`config.mk`:
```
export PLATFORM = sky130hd
export DESIGN_NAME = drsf_status
export DESIGN_NICKNAME = d
export VERILOG_FILES = /design/src/hdl/drsf_pkg.sv /design/src/hdl/drsf_status.sv
export VERILOG_INCLUDE_DIRS = /design/src /design/src/hdl
export SDC_FILE = /design/constraint.sdc
export NUM_CORES = 1
export LEC_CHECK = 0
export ABC_AREA = 0
export BUFFER_PORTS_ARGS = -buffer_cell sky130_fd_sc_hd__buf_2
export CORE_MARGIN = 1
export CORE_UTILIZATION = 50
export DETAILED_ROUTE_END_ITERATION = 16
export GPL_TIMING_DRIVEN = 1
export PLACE_DENSITY_LB_ADDON = 0.05
export SLEW_MARGIN = 15
export SYNTH_ARGS = -nofsm -noshare
export SYNTH_HDL_FRONTEND = slang
export SYNTH_SLANG_ARGS = --single-unit
```
`constraint.sdc`:
```
create_clock -name core_clk -period 2.5 [get_ports core_clk]
set_clock_uncertainty 0.1 [all_clocks]
set_input_delay 0.25 -clock core_clk [delete_from_list [all_inputs] [get_ports core_clk]]
set_output_delay 0.25 -clock core_clk [all_outputs]
set_load 0.05 [all_outputs]
```
`src/hdl/drsf_regs.svh`:
```
/*
 * constants for the result-phase fault and drive sense bytes.
 * assumes inclusion by bare name from the design file.
 */
`ifndef DRSF_REGS_SVH
`define DRSF_REGS_SVH
`define DRSF_A_END_CYL 7
`define DRSF_A_CRC_ANY 5
`define DRSF_A_OVERRUN 4
`define DRSF_A_SECT_MISS 2
`define DRSF_A_WR_BLOCK 1
`define DRSF_A_HDR_SYNC 0
`define DRSF_B_WRONG_MARK 6
`define DRSF_B_DATA_CRC 5
`define DRSF_B_CYL_MISM 4
`define DRSF_B_BAD_CYL 1
`define DRSF_B_DATA_SYNC 0
`define DRSF_S_WR_PROT 6
`define DRSF_S_ONE_HI 5
`define DRSF_S_TRK_ZERO 4
`define DRSF_S_ONE_LO 3
`define DRSF_S_HEAD 2
`define DRSF_LAST_SECTOR 8'hff
`define DRSF_BAD_TRACK 8'hff
`define DRSF_BYTE_ZERO 8'h00
`define DRSF_SEL_A 2'h0
`define DRSF_SEL_B 2'h1
`define DRSF_SEL_S 2'h2
`endif

```
`src/hdl/drsf_pkg.sv`:
```
/*
 * types for the result-phase status block.
 * assumes nothing of its surroundings.
 */
package drsf_pkg;
    typedef enum logic [2:0] {
        DRSF_IDLE = 3'b001,
        DRSF_EXEC = 3'b010,
        DRSF_DONE = 3'b100
    } drsf_state_t;
    typedef enum logic [1:0] {
        DRSF_CMD_OTHER = 2'h0,
        DRSF_CMD_FETCH = 2'h1,
        DRSF_CMD_STORE = 2'h2,
        DRSF_CMD_LAYOUT = 2'h3
    } drsf_cmd_t;
endpackage : drsf_pkg

```
`src/hdl/drsf_status.sv`:
```
/*
 * assembles the second, third and fourth result bytes of a disk controller.
 * assumes the sequencer pulses events on core_clk, drive pins are asynchronous.
 */
`timescale 1ns/1ps
`include "drsf_regs.svh"

module drsf_status (
    // clock and reset
    input wire logic core_clk,
    input wire logic reset_n,
    input wire logic clk_en,
    // mode straps
    input wire logic platform_strap,
    input wire logic encoding_strap,
    output logic platform_mode_q,
    output logic encoding_mode_q,
    // command sequencer
    input wire logic cmd_start,
    input wire drsf_pkg::drsf_cmd_t cmd_kind,
    input wire logic cmd_deleted,
    input wire logic cmd_done,
    input wire logic header_fetch_cmd,
    input wire logic track_fetch_cmd,
    input wire logic terminal_count,
    // disk events
    input wire logic [7:0] sector_number,
    input wire logic sector_step,
    input wire logic header_crc_err,
    input wire logic data_crc_err,
    input wire logic service_miss,
    input wire logic sector_not_found,
    input wire logic header_read_err,
    input wire logic sequence_err,
    input wire logic index_pulse_in,
    input wire logic header_mark_seen,
    input wire logic data_mark_timeout,
    input wire logic data_mark_seen,
    input wire logic data_mark_deleted,
    input wire logic header_valid,
    input wire logic [7:0] header_track,
    input wire logic [7:0] current_cyl,
    // drive pins
    input wire logic write_protect_in,
    input wire logic track_zero_sense,
    input wire logic head_side_out,
    input wire logic [1:0] drive_select_code,
    // result phase read
    input wire logic result_rd,
    input wire logic [1:0] result_sel,
    output logic [7:0] result_data_q,
    output logic result_valid_q
);
    drsf_pkg::drsf_state_t state_q;
    logic [7:0] fault_detail_a_q;
    logic [7:0] fault_detail_b_q;
    logic [1:0] index_count_q;
    logic [1:0] wp_sync_q;
    logic [1:0] tz_sync_q;
    logic wp_prev_q;
    logic strap_pending_q;
    logic [7:0] drive_sense_snapshot;
    logic [7:0] set_a;
    logic [7:0] set_b;
    logic executing;
    logic cyl_differs;
    logic wp_rise;

    assign executing = (state_q == drsf_pkg::DRSF_EXEC);
    assign cyl_differs = header_valid && (header_track != current_cyl);
    assign wp_rise = wp_sync_q[1] && !wp_prev_q;

    // write protect and track zero pins cross into core_clk; head and select are used as they come
    always_ff @(posedge core_clk or negedge reset_n) begin
        if (!reset_n) begin
            wp_sync_q <= 2'h0;
            tz_sync_q <= 2'h0;
            wp_prev_q <= 1'b0;
        end else if (clk_en) begin
            wp_sync_q <= {wp_sync_q[0], write_protect_in};
            tz_sync_q <= {tz_sync_q[0], track_zero_sense};
            wp_prev_q <= wp_sync_q[1];
        end
    end

    // straps caught on first enabled edge after release
    always_ff @(posedge core_clk or negedge reset_n) begin
        if (!reset_n) begin
            strap_pending_q <= 1'b1;
            platform_mode_q <= 1'b0;
            encoding_mode_q <= 1'b0;
        end else if (clk_en && strap_pending_q) begin
            strap_pending_q <= 1'b0;
            platform_mode_q <= platform_strap;
            encoding_mode_q <= encoding_strap;
        end
    end

    always_ff @(posedge core_clk or negedge reset_n) begin
        if (!reset_n) begin
            state_q <= drsf_pkg::DRSF_IDLE;
        end else if (clk_en) begin
            unique case (state_q)
                drsf_pkg::DRSF_IDLE: begin
                    if (cmd_start) begin
                        state_q <= drsf_pkg::DRSF_EXEC;
                    end
                end
                drsf_pkg::DRSF_EXEC: begin
                    if (cmd_done) begin
                        state_q <= drsf_pkg::DRSF_DONE;
                    end
                end
                drsf_pkg::DRSF_DONE: begin
                    if (cmd_start) begin
                        state_q <= drsf_pkg::DRSF_EXEC;
                    end
                end
                default: begin
                    state_q <= drsf_pkg::DRSF_IDLE;
                end
            endcase
        end
    end

    // index pulses counted while hunting a header mark
    always_ff @(posedge core_clk or negedge reset_n) begin
        if (!reset_n) begin
            index_count_q <= 2'h0;
        end else if (clk_en) begin
            if (cmd_start || header_mark_seen) begin
                index_count_q <= 2'h0;
            end else if (executing && index_pulse_in && index_count_q != 2'h2) begin
                index_count_q <= index_count_q + 2'h1;
            end
        end
    end

    always_comb begin
        set_a = `DRSF_BYTE_ZERO;
        set_b = `DRSF_BYTE_ZERO;
        if (executing) begin
            set_a[`DRSF_A_END_CYL] = (sector_step && sector_number == `DRSF_LAST_SECTOR)
                || (cmd_done && !terminal_count
                && (cmd_kind == drsf_pkg::DRSF_CMD_FETCH
                || cmd_kind == drsf_pkg::DRSF_CMD_STORE));
            set_a[`DRSF_A_CRC_ANY] = header_crc_err || data_crc_err;
            set_a[`DRSF_A_OVERRUN] = service_miss;
            set_a[`DRSF_A_SECT_MISS] = (sector_not_found && cmd_kind == drsf_pkg::DRSF_CMD_FETCH)
                || (header_read_err && header_fetch_cmd)
                || (sequence_err && track_fetch_cmd);
            set_a[`DRSF_A_WR_BLOCK] = wp_rise
                && (cmd_kind == drsf_pkg::DRSF_CMD_STORE
                || cmd_kind == drsf_pkg::DRSF_CMD_LAYOUT);
            set_a[`DRSF_A_HDR_SYNC] = (index_count_q == 2'h2) || data_mark_timeout;
            set_b[`DRSF_B_WRONG_MARK] = data_mark_seen && cmd_kind == drsf_pkg::DRSF_CMD_FETCH
                && (data_mark_deleted != cmd_deleted);
            set_b[`DRSF_B_DATA_CRC] = data_crc_err;
            set_b[`DRSF_B_CYL_MISM] = cyl_differs;
            set_b[`DRSF_B_BAD_CYL] = cyl_differs && header_track == `DRSF_BAD_TRACK;
            set_b[`DRSF_B_DATA_SYNC] = data_mark_timeout;
        end
    end

    // start clears; a same-cycle event lands only when start comes while already executing
    always_ff @(posedge core_clk or negedge reset_n) begin
        if (!reset_n) begin
            fault_detail_a_q <= `DRSF_BYTE_ZERO;
        end else if (clk_en) begin
            if (cmd_start) begin
                fault_detail_a_q <= set_a;
            end else begin
                fault_detail_a_q <= fault_detail_a_q | set_a;
            end
        end
    end

    always_ff @(posedge core_clk or negedge reset_n) begin
        if (!reset_n) begin
            fault_detail_b_q <= `DRSF_BYTE_ZERO;
        end else if (clk_en) begin
            if (cmd_start) begin
                fault_detail_b_q <= set_b;
            end else begin
                fault_detail_b_q <= fault_detail_b_q | set_b;
            end
        end
    end

    always_comb begin
        drive_sense_snapshot = `DRSF_BYTE_ZERO;
        drive_sense_snapshot[`DRSF_S_WR_PROT] = wp_sync_q[1];
        drive_sense_snapshot[`DRSF_S_ONE_HI] = 1'b1;
        drive_sense_snapshot[`DRSF_S_TRK_ZERO] = tz_sync_q[1];
        drive_sense_snapshot[`DRSF_S_ONE_LO] = 1'b1;
        drive_sense_snapshot[`DRSF_S_HEAD] = head_side_out;
        drive_sense_snapshot[1:0] = drive_select_code;
    end

    // bytes leave only through the result read port
    always_ff @(posedge core_clk or negedge reset_n) begin
        if (!reset_n) begin
            result_data_q <= `DRSF_BYTE_ZERO;
            result_valid_q <= 1'b0;
        end else if (clk_en) begin
            result_valid_q <= result_rd;
            if (result_rd) begin
                unique case (result_sel)
                    `DRSF_SEL_A: result_data_q <= fault_detail_a_q;
                    `DRSF_SEL_B: result_data_q <= fault_detail_b_q;
                    `DRSF_SEL_S: result_data_q <= drive_sense_snapshot;
                    default: result_data_q <= `DRSF_BYTE_ZERO;
                endcase
            end
        end
    end
endmodule : drsf_status

```
# Word-level counts from Yosys, hierarchy flattened
# Index checks and enable logic that the tools add are counted.
[op_classes] mux=13 n_bitwise=2 reduce_logical=31 n_addsub=1 n_eq_ne=16
[op_table] op="$pmux 8 s3" n=1
[op_table] op="$eq 8x8->1 const B" n=2
[op_table] op="$mux 8" n=2
[op_table] op="$logic_and 1x1->1" n=15
[op_table] op="$mux 3" n=4
[op_table] op="$eq 2x2->1 const B" n=4
[op_table] op="$logic_or 1x1->1" n=8
[op_table] op="$mux 2" n=4
[op_table] op="$ne 8x8->1" n=1
[op_table] op="$or 8x7->8" n=1
[op_table] op="$or 8x8->8" n=1
[op_table] op="$pmux 3 s2" n=1
[op_table] op="$eq 2x1->1 const B" n=2
[op_table] op="$ne 2x2->1 const B" n=2
[op_table] op="$reduce_and 2->1" n=2
[op_table] op="$eq 3x1->1 const B" n=1
[op_table] op="$eq 3x2->1 const B" n=1
[op_table] op="$eq 3x3->1 const B" n=1
[op_table] op="$reduce_and 3->1" n=1
[op_table] op="$add 2x1->2 const B" n=1
[op_table] op="$logic_not 1->1" n=2
[op_table] op="$logic_not 2->1" n=1
[op_table] op="$ne 2x1->1 const B" n=1
[op_table] op="$reduce_bool 2->1" n=1
[op_table] op="other kinds (3)" n=3
[word_totals] inputBits=58 output_inout_bits=11 reg_bits=38 wordCells=75

# Logic depth before layout (Yosys ltp)
# Gate-level depths: netlist of run 1.
[depth] word_depth=7 mapped_depth=6 ltp_nobuf=5

# Least setup slack after synthesis of run 1
# Ideal clock, no wire load.
[synth_timing] kind="reg-to-reg" startpoint="register state_q[0]" endpoint="register index_count_q[1]" period_less_slack_ns=1.528 path_slack_ns=0.972 arrival_time_ns=1.350 required_ns=2.322 n_path_buf=2 path_stages_with_launch=7 setup_ns=0.078 cell_sequence="dfstp_2 > buf_2 > and4bb_1 > buf_6 > nand3b_4 > mux2i_1 > o2bb2ai_1"
[synth_via] elab_chain_len=5
[synth_lines] item="start, declared" line="drsf_status.sv:54" text="drsf_pkg::drsf_state_t state_q;"
[synth_lines] item="start signal, assigned" line="drsf_status.sv:101" text="state_q <= drsf_pkg::DRSF_IDLE;"
[synth_lines] item="start signal, assigned" line="drsf_status.sv:106" text="state_q <= drsf_pkg::DRSF_EXEC;"
[synth_lines] item="start signal, assigned" line="drsf_status.sv:111" text="state_q <= drsf_pkg::DRSF_DONE;"
[synth_lines] item="$eq 3x2->1" line="drsf_status.sv:69" text="assign executing = (state_q == drsf_pkg::DRSF_EXEC);"
[synth_lines] item="$logic_and 1x1->1 (2 in series)" line="drsf_status.sv:133" text="end else if (executing && index_pulse_in && index_count_q != 2'h2) begin"
[synth_lines] item="$reduce_bool 2->1 (no source line)"
[synth_lines] item="$reduce_and 2->1 (no source line)"
[synth_lines] item="end signal, assigned" line="drsf_status.sv:134" text="index_count_q <= index_count_q + 2'h1;"
[synth_lines] item="end, declared" line="drsf_status.sv:57" text="logic [1:0] index_count_q;"
# No other way between the ends.
# A chain may end at the register's enable or synchronous reset.

# Worst setup path after layout of run 1
[layout_timing] startpoint="register state_q[2]" endpoint="register index_count_q[0]"
# The elaborated chain is that of the path after synthesis.

==> results of run 1 <==
routing by layer:
metal | part of all wire, % | track usage [%] | vias up
li1 | - | - | 691
met1 | 43 | 24.6 | 628
met2 | 49 | 37.1 | 53
met3 | 5.6 | 3.93 | 7
met4 | 1.8 | 10.2 | 0
met5 | 0 | 0 | -
cells in the mapped netlist:
cell / n / area [um^2]
a21boi_0: 1 / 7.51
a21o_1: 1 / 7.51
a21oi_1: 6 / 30.0
a222oi_1: 1 / 10.0
a22o_1: 7 / 61.3
and4bb_1: 1 / 12.5
buf_2: 3 / 15.0
buf_6: 1 / 11.3
clkbuf_1: 4 / 15.0
dfrtp_1: 31 / 776
dfstp_2: 2 / 52.6
ha_1: 4 / 50.1
inv_1: 8 / 30.0
inv_2: 1 / 3.75
mux2_1: 7 / 78.8
mux2i_1: 6 / 60.1
nand2_1: 22 / 82.6
nand3_1: 2 / 10.0
nand3b_4: 1 / 20.0
nand4_1: 3 / 18.8
nor2_1: 8 / 30.0
nor2b_1: 2 / 12.5
nor3_1: 2 / 10.0
nor4_1: 2 / 12.5
o2111ai_1: 1 / 8.76
o21ai_0: 1 / 5.00
o21ai_1: 12 / 60.1
o22a_1: 1 / 8.76
o2bb2ai_1: 2 / 17.5
o31ai_1: 4 / 30.0
xnor2_1: 1 / 8.76
xor2_1: 10 / 87.6
worst max path at each step:
| stage | from | endpoint | slack (ns) |
|---|---|---|---|
| after CTS | state_q[2] | index_count_q[0] | 0.89 |
| final | state_q[2] | index_count_q[0] | 0.89 |
| after detailed placement | clk_en | index_count_q[0] | 0.81 |
| after global routing | state_q[2] | fault_detail_b_q[1] | 0.79 |
| after global placement | clk_en | index_count_q[0] | 0.87 |
| after floorplan | state_q[0] | index_count_q[1] | 0.97 |
placed cells by master (no fill, tap or decap):
master / n
a21boi_0: 1
nor3_1: 2
o22a_1: 1
nand3_1: 2
nor2_1: 8
o21ai_1: 12
clkinv_2: 1
mux2i_1: 6
nand2_1: 22
dlygate4sd3_1: 1
inv_1: 8
o2bb2ai_1: 2
nor2b_1: 2
dfstp_2: 2
inv_2: 1
dfrtp_1: 31
ha_1: 4
and4bb_1: 1
clkbuf_8: 2
a222oi_1: 1
xor2_1: 10
o2111ai_1: 1
mux2_1: 7
o31ai_1: 4
nand3b_4: 1
xnor2_1: 1
a21o_1: 1
nand4_1: 3
a21oi_1: 6
o21ai_0: 1
buf_2: 68
clkbuf_4: 5
a22o_1: 7
nor4_1: 2
power groups by stage:
stage / combinational (uW) / sequential (uW) / clock, uW
after floorplan: 174 / 730 / 0
after detailed placement: 320 / 695 / 0
final: 319 / 685 / 339
after global routing: 350 / 696 / 366
after global placement: 307 / 686 / 0
after CTS: 322 / 685 / 348
flip-flops by register name, indices dropped and copies added (netlist names):
signal            cells
index_count_q         2
fault_detail_b_q      5
tz_sync_q             2
wp_sync_q             2
encoding_mode_q       1
fault_detail_a_q      6
wp_prev_q             1
strap_pending_q       1
platform_mode_q       1
result_valid_q        1
result_data_q         8
state_q               3
kinds of logic (layout without fill, tap and decap cells):
kind of cell | Yosys count | in the layout | share of synthesized area (%)
DFF | 33 | 33 | 50.4
adders and majority gates | 4 | 4 | 3.04
AOI/OAI and AO/OA | 37 | 37 | 15.0
buffers and inverters | 17 | 86 | 4.57
muxes | 13 | 13 | 8.45
and+or+nand+nor | 43 | 43 | 12.7
xor gates and xnor gates | 11 | 11 | 5.86
area by class of cell:
type / instances / area, um^2 / share of cell area [%]
Timing Repair Buffer: 69 / 350 / 16.9
Tap cell: 44 / 55.1 / 2.65
Sequential cell: 33 / 828 / 39.9
Clock inverter: 1 / 5.00 / 0.241
Clock buffer: 7 / 65.1 / 3.13
Multi-Input combinational cell: 108 / 741 / 35.6
Inverter: 9 / 33.8 / 1.63
per-stage QoR:
step / std cells / total power, uW / area, um^2
detailed placement: 262 / 1020 / 2000
floorplan: 158 / 903 / 1640
CTS: 271 / 1350 / 2080
finish: 271 / 1340 / 2080
global route: 271 / 1410 / 2080
global placement: 262 / 993 / 2000
==> results.toml, run 1 <==
[clock_tree]
cts_setup_buffers = 0
clock_latency_ns = 0.34
ctsResizeCount = 0
cts_root_buf = "clkbuf_4"
cts_buffers = 5
clkTransAtPathRegs_ns = 0.10
cts.sinks = 33
cts_max_level = 2
clockBufferDepth = 2
cts_hold_buffers = 1
cts_tree = "yes"

[route]
drc = 0
totalWireLength_um = 3420
drtIter0Drc = 54
vias = 1379
ant_nets = 0
wire_per_inst_um = 12.6
routed_via_density = 5.09
drt_first_pass_iters = 5

[power]
power.internal_uw = 916
power.leakage_uw = 0.00110
p_comb_share_pct = 23.8
clkPwrFrac_pct = 25.2
switching_power_uw = 427
power_frac_seq_pct = 51.0
ir_worst_vdd_mv = 0.409
powerDensity_nw_per_um2 = 646
switching_share_pct = 31.8

[global_route]
grt_start_max_net_pins = 34
overflow = 0
antenna_found_initial = 0
grt_util_all_layers_pct = 21.1
grt_pass1_vias = 1313
grt_pass1_wl_um = 5430

[sta]
fmax_mhz = 620
finalCriticalPeriod_ns = 1.61
setup_tns_ns = 0
grt_setup_unrepaired = "no"
relSlewSlack_pct = 53.0
setup_viol = 0
hold_viol = 0
post-route-period-util_pct = 64.5
fin_ws_ns = 0.887
maxSlewViolCount = 0
worstMarginPinSlew_ns = 0.705
timing.hold.ws_ns = 0.0216

[critical_path]
start_kind = "flop"
cp_num_buf_inv = 0
crit_fanout = 10
reg2reg_depth = 4
crit_cells = 4
path_delay_family = "simple AND/OR/NAND/NOR gates"
crit_path_end_kind = "flop"
cp.arrival_ns = 1.74
r2r_setup_slack_ns = 0.89
r2r_start = "state_q[2]"
timing.rr.end = "index_count_q[0]"
critical_path_class = "reg2reg"
path_cells = "and4bb_1 -> nand3b_4 -> xnor2_1 -> o2bb2ai_1"
critPathSlowestCell = "and4bb_1"
cp_slowest_stage_delay_ns = 0.56
worstPathRequired_ns = 2.63

[final_layout]
fin_nets = 288
diodes = 0
drive_above_1_share_pct = 35.2
final_util_pct = 67.5
fill_cells = 255
area_growth_pct = 26.4

[place]
gp_congestion = 0.740
hpwlAfterDp_um = 2690
portBuffers = 68
dp_worst_setup_slack_ns = 0.809

[die]
die_y_um = 59.3
dieWidth_um = 59.3
io_pins = 69
die-area_um2 = 3520
rows = 20
start_util_pct = 53.4
core_area_um2 = 3080

[logic_synthesis]
netlist_area_um2 = 1640
syn_inst = 158
ys_ff_latch = 33
ys_warn_count = 0
seq_area_frac_synth_pct = 50.4
synth.distinct_cells = 32
syn_nets = 220
avgSynthCellArea_um2 = 10.4

[flow_run]
cap_viol_max_count = 0

[worst_hold_path]
hold_end = "platform_mode_q"
holdCritStartpoint = "platform_strap"
hold_path_class = "in2reg"
hold_path_depth = 2

[run_status]
status = "completed"
No activity file was read; power rests on OpenSTA's default activity.
==> run 2, diff against run 1 <==
Settings changed: CORE_UTILIZATION 50 to 47.
Clock period 2.5 ns to 1.5 ns, I/O delays scaled along.
==> run 2 against run 1 <==
  * Total power increased by 83%
  * Global-route usage is 0.67 points higher
  * Via count is 7.5% higher
  * Setup slack got worse by 0.82 ns
  * Non-clock buffer count increased by 23
  * Critical path depth is the same
  * Hold slack got worse by 0.011 ns
  * Count of clock-buffer cells in the layout did not move
  * Combinational power increased by 100%
  * Routed wire length grew 3.7%
  * Sequential cell count stayed put
==> results.toml, run 2 (same netlist as run 1, synthesis figures left out) <==
[run_status]
status = "completed"

[die]
dieWidth_um = 61.1
die-area_um2 = 3740
start_util_pct = 49.3
core_area_um2 = 3340
io_pins = 69
rows = 21
die_y_um = 61.1

[clock_tree]
cts_tree = "yes"
cts.sinks = 33
clkTransAtPathRegs_ns = 0.10
clockBufferDepth = 2
cts_max_level = 2
clock_latency_ns = 0.33
cts_root_buf = "clkbuf_4"
cts_buffers = 5

[place]
hpwlAfterDp_um = 2750
gp_congestion = 0.724
dp_worst_setup_slack_ns = 0.0268
portBuffers = 68

[route]
vias = 1482
drt_first_pass_iters = 4
wire_per_inst_um = 12.0
met1_length_um = 1590
met2_length_um = 1740
routed_via_density = 5.01
drc = 0
top_layer_used = "met4"
drtIter0Drc = 47
wl_met3_um = 181
totalWireLength_um = 3550
ant_nets = 0

[sta]
fin_ws_ns = 0.0684
setup_tns_ns = 0
post-route-period-util_pct = 95.4
finalCriticalPeriod_ns = 1.43
grt_setup_unrepaired = "no"
fmax_mhz = 699
maxSlewViolCount = 0
setup_viol = 0
worstMarginPinSlew_ns = 0.407
timing.hold.ws_ns = 0.0102
relSlewSlack_pct = 72.9
hold_viol = 0

[final_layout]
largestRegisters = "result_data_q: 8 flops, fault_detail_a_q: 6 flops, fault_detail_b_q: 5 flops"
drive_above_1_share_pct = 35.6
largest_register_ffs = 8
regMostFlops = "result_data_q"
final_util_pct = 69.0
area_growth_pct = 40.1
fin_nets = 311
layout_commonest_cell = "buf_2"
mostFrequentLayoutCells = "buf_2 (68), dfrtp_1 (31), nand2_1 (22), dlygate4sd3_1 (15), o21ai_1 (12)"
diodes = 0

[worst_hold_path]
hold_path_class = "in2reg"

[power]
powerDensity_nw_per_um2 = 1060
power_uw = 2450
switching_power_uw = 725
power.leakage_uw = 0.00121
p_comb_share_pct = 26.6
ir_worst_vdd_mv = 0.682
power_frac_seq_pct = 45.0
clkPwrFrac_pct = 28.4
switching_share_pct = 29.6
power.internal_uw = 1730

[global_route]
grt_start_max_net_pins = 34
grt_pass1_wl_um = 5800
grt_util_all_layers_pct = 21.8
antenna_found_initial = 0
overflow = 0
grt_pass1_vias = 1355

[critical_path]
critical_path_class = "reg2reg"
crit_path_end_kind = "flop"
cp.arrival_ns = 1.60
start_kind = "flop"
crit_fanout = 8
worstPathRequired_ns = 1.67

[flow_run]
cap_viol_max_count = 0
-- run 2: worst paths after layout --
check	start	endpoint	slack (ns)	cells after the start
min in group asynchronous	reset_n	fault_detail_a_q[0]	0.26	3
max in group asynchronous	reset_n	state_q[0]	0.71	3
worst min-delay path	track_fetch_cmd	fault_detail_a_q[2]	0.01	3
worst max-delay path	state_q[0]	index_count_q[1]	0.07	4
worst min register to register	fault_detail_a_q[5]	fault_detail_a_q[5]	0.38	2
worst max register to register	state_q[0]	index_count_q[1]	0.07	4
-- run 2: critical path, stage by stage, from the launching register on --
cell and delay [ns]:
dfstp_2 0.55, and4bb_2 0.32, nand3b_4 0.11, mux2i_1 0.18
o2bb2ai_1 0.12
-- run 2: through the flow --
stage | instances | instance area, um^2
after floorplan | 158 | 1650
after global placement | 273 | 2070
after detailed placement | 273 | 2070
after CTS | 296 | 2300
after global routing | 296 | 2300
final | 296 | 2300
-- run 2: power by group through the flow --
stage	clock [uW]	sequential [uW]	combinational, uW
after floorplan	0	1220	304
after global routing	761	1130	718
final	696	1100	651
after detailed placement	0	1120	627
after CTS	712	1110	656
after global placement	0	1110	602
-- run 2: area by class of cell --
| class | instances | area (um^2) |
|---|---|---|
| clock buffers | 7 | 55.1 |
| inverters | 9 | 33.8 |
| fillers | 289 | 1030 |
| flip-flops and latches | 33 | 828 |
| multi-input cells | 108 | 741 |
| well taps | 46 | 57.6 |
| clock inverters | 1 | 30.0 |
| repair buffers | 92 | 558 |
-- run 2: routing by layer --
metal  vias to the layer above  global-route usage, %
met5                         -                      0
met4                         0                   5.84
met3                         5                   6.30
met2                        45                   38.0
met1                       697                   26.2
li1                        735                      -
-- run 2: timing repair --
item                                   in CTS  in global routing
buffers inserted                            0                  0
endpoints found under the hold margin      47                  0
hold buffers                               15                  0
gates resized for setup                     0                  1
setup endpoints to repair                   0                  5
==> run 3, diff against run 2 <==
Settings changed: HOLD_SLACK_MARGIN set to 0.02.
==> run 3 against run 2 <==
  * Global-route usage is 0.68 points higher
  * First-iteration DRC count is 2.1% lower
  * Non-clock buffer count is 6 higher
  * Clock power hardly changed
  * Register-to-register slack hardly changed
  * Maximum frequency is 0.34% lower
  * Sequential cell count stayed put
  * Cell count is 2.0% higher
  * Sequential share of layout area is 0.91 points lower
  * Combinational power is 2% higher
  * Critical path depth stayed put
==> results.toml, run 3 (same netlist as run 1, synthesis figures left out) <==
[run_status]
status = "completed"

[critical_path]
start_kind = "flop"
reg2reg_depth = 4
cp.arrival_ns = 1.61
crit_path_end_kind = "flop"
path_cells = "and4bb_2 -> nand3b_4 -> mux2i_1 -> o2bb2ai_1"
cp_slowest_stage_delay_ns = 0.55
worstSetupStartpoint = "state_q[0]"
r2r_start = "state_q[0]"
endpoint = "index_count_q[1]"
critical_path_class = "reg2reg"
critPathSlowestCell = "dfstp_2"
crit_fanout = 8
r2r_setup_slack_ns = 0.06
timing.rr.end = "index_count_q[1]"
worstPathRequired_ns = 1.67

[global_route]
use_met2_pct = 38.8
grt_start_max_net_pins = 34
grtUsageMet1_pct = 27.6
overflow = 0
grt_pass1_wl_um = 5990
grtUsageMet3_pct = 6.30
grt_util_all_layers_pct = 22.5
busiest_layer = "met2"
antenna_found_initial = 0
grt_pass1_vias = 1399

[die]
start_util_pct = 49.3
io_pins = 69
die-area_um2 = 3740
rows = 21
dieWidth_um = 61.1
core_area_um2 = 3340
die_y_um = 61.1

[final_layout]
largestRegisters = "result_data_q: 8 flops, fault_detail_a_q: 6 flops, fault_detail_b_q: 5 flops"
fin_nets = 317
layout_commonest_cell = "buf_2"
regMostFlops = "result_data_q"
largest_register_ffs = 8
diodes = 0
stdcell_area_um2 = 2360
final_util_pct = 70.8
area_growth_pct = 43.8
drive_above_1_share_pct = 34.8
mostFrequentLayoutCells = "buf_2 (68), dfrtp_1 (31), nand2_1 (22), dlygate4sd3_1 (21), o21ai_1 (12)"

[route]
drt_first_pass_iters = 4
totalWireLength_um = 3720
ant_nets = 0
drtIter0Drc = 46
routed_via_density = 5.07
drc = 0
vias = 1531
wire_per_inst_um = 12.3

[clock_tree]
clock_latency_ns = 0.33
cts_buffers = 5
cts_setup_buffers = 0
clockBufferDepth = 2
cts.sinks = 33
clkTransAtPathRegs_ns = 0.10
cts_tree = "yes"
cts_root_buf = "clkbuf_4"
cts_max_level = 2

[flow_run]
cap_viol_max_count = 0

[power]
power_frac_seq_pct = 44.7
powerDensity_nw_per_um2 = 1040
switching_share_pct = 29.7
ir_worst_vdd_mv = 0.683
power_uw = 2470
power.leakage_uw = 0.00123
power.internal_uw = 1740
clkPwrFrac_pct = 28.3
p_comb_share_pct = 27.0
switching_power_uw = 732

[place]
portBuffers = 68
gp_congestion = 0.724
placedInstanceArea_um2 = 2070
hpwlAfterDp_um = 2750

[sta]
setup_tns_ns = 0
post-route-period-util_pct = 95.8
relSlewSlack_pct = 73.0
fmax_mhz = 696
hold_viol = 0
finalCriticalPeriod_ns = 1.44
maxSlewViolCount = 0
worstMarginPinSlew_ns = 0.405
grt_setup_unrepaired = "no"
setup_viol = 0

[worst_hold_path]
hold_path_depth = 3
hold_path_class = "in2reg"
run 3: cell type report:
class | count | area [um^2]
clock buffer | 7 | 55.1
fill | 281 | 973
inverter | 9 | 33.8
clock inverter | 1 | 30.0
sequential | 33 | 828
multi-input combinational | 108 | 741
timing repair buffer | 98 | 618
tap | 46 | 57.6
run 3: worst min-delay path by stage:
stage	slack, ns	to	from
after floorplan	-0.25	encoding_mode_q	reset_n
final	0.04	strap_pending_q	clk_en
after detailed placement	0.09	encoding_mode_q	reset_n
after CTS	0.03	strap_pending_q	clk_en
after global routing	0.05	strap_pending_q	clk_en
after global placement	0.09	platform_mode_q	reset_n
run 3: routing by layer:
layer	vias up	wire (um)
li1	747	-
met1	729	1640
met2	50	1840
met3	5	210
met4	0	35
met5	-	0
run 3: power by group through the flow:
| stage | Combinational, uW | Clock [uW] | Sequential [uW] |
|---|---|---|---|
| CTS | 668 | 712 | 1110 |
| floorplan | 304 | 0 | 1220 |
| global route | 730 | 762 | 1130 |
| finish | 666 | 698 | 1100 |
| detailed placement | 627 | 0 | 1120 |
| global placement | 602 | 0 | 1110 |
run 3: repair_timing:
| item | 4_1_cts | 5_1_grt |
|---|---|---|
| gates resized for setup | 0 | 1 |
| endpoints found under the hold margin | 47 | 0 |
| hold buffers | 21 | 0 |
| endpoints found under the setup margin | 0 | 5 |
run 3: worst max-delay path: cells and delay by family, from the launching register on:
| family | cells | cell delay [ns] |
|---|---|---|
| flops | 1 | 0.55 |
| simple gates | 2 | 0.43 |
| mux | 1 | 0.18 |
| compound gates | 1 | 0.12 |
run 3: per-stage QoR:
| step | hold WS [ns] | setup WS (ns) | cells |
|---|---|---|---|
| 3_3_place_gp | 0.0875 | 0.0819 | 273 |
| 4_1_cts | 0.0284 | 0.0107 | 302 |
| 5_1_grt | 0.0475 | 0.00118 | 302 |
| 2_1_floorplan | -0.246 | 0.0105 | 158 |
| 3_5_place_dp | 0.0942 | 0.0268 | 273 |
| 6_report | 0.0356 | 0.0636 | 302 |
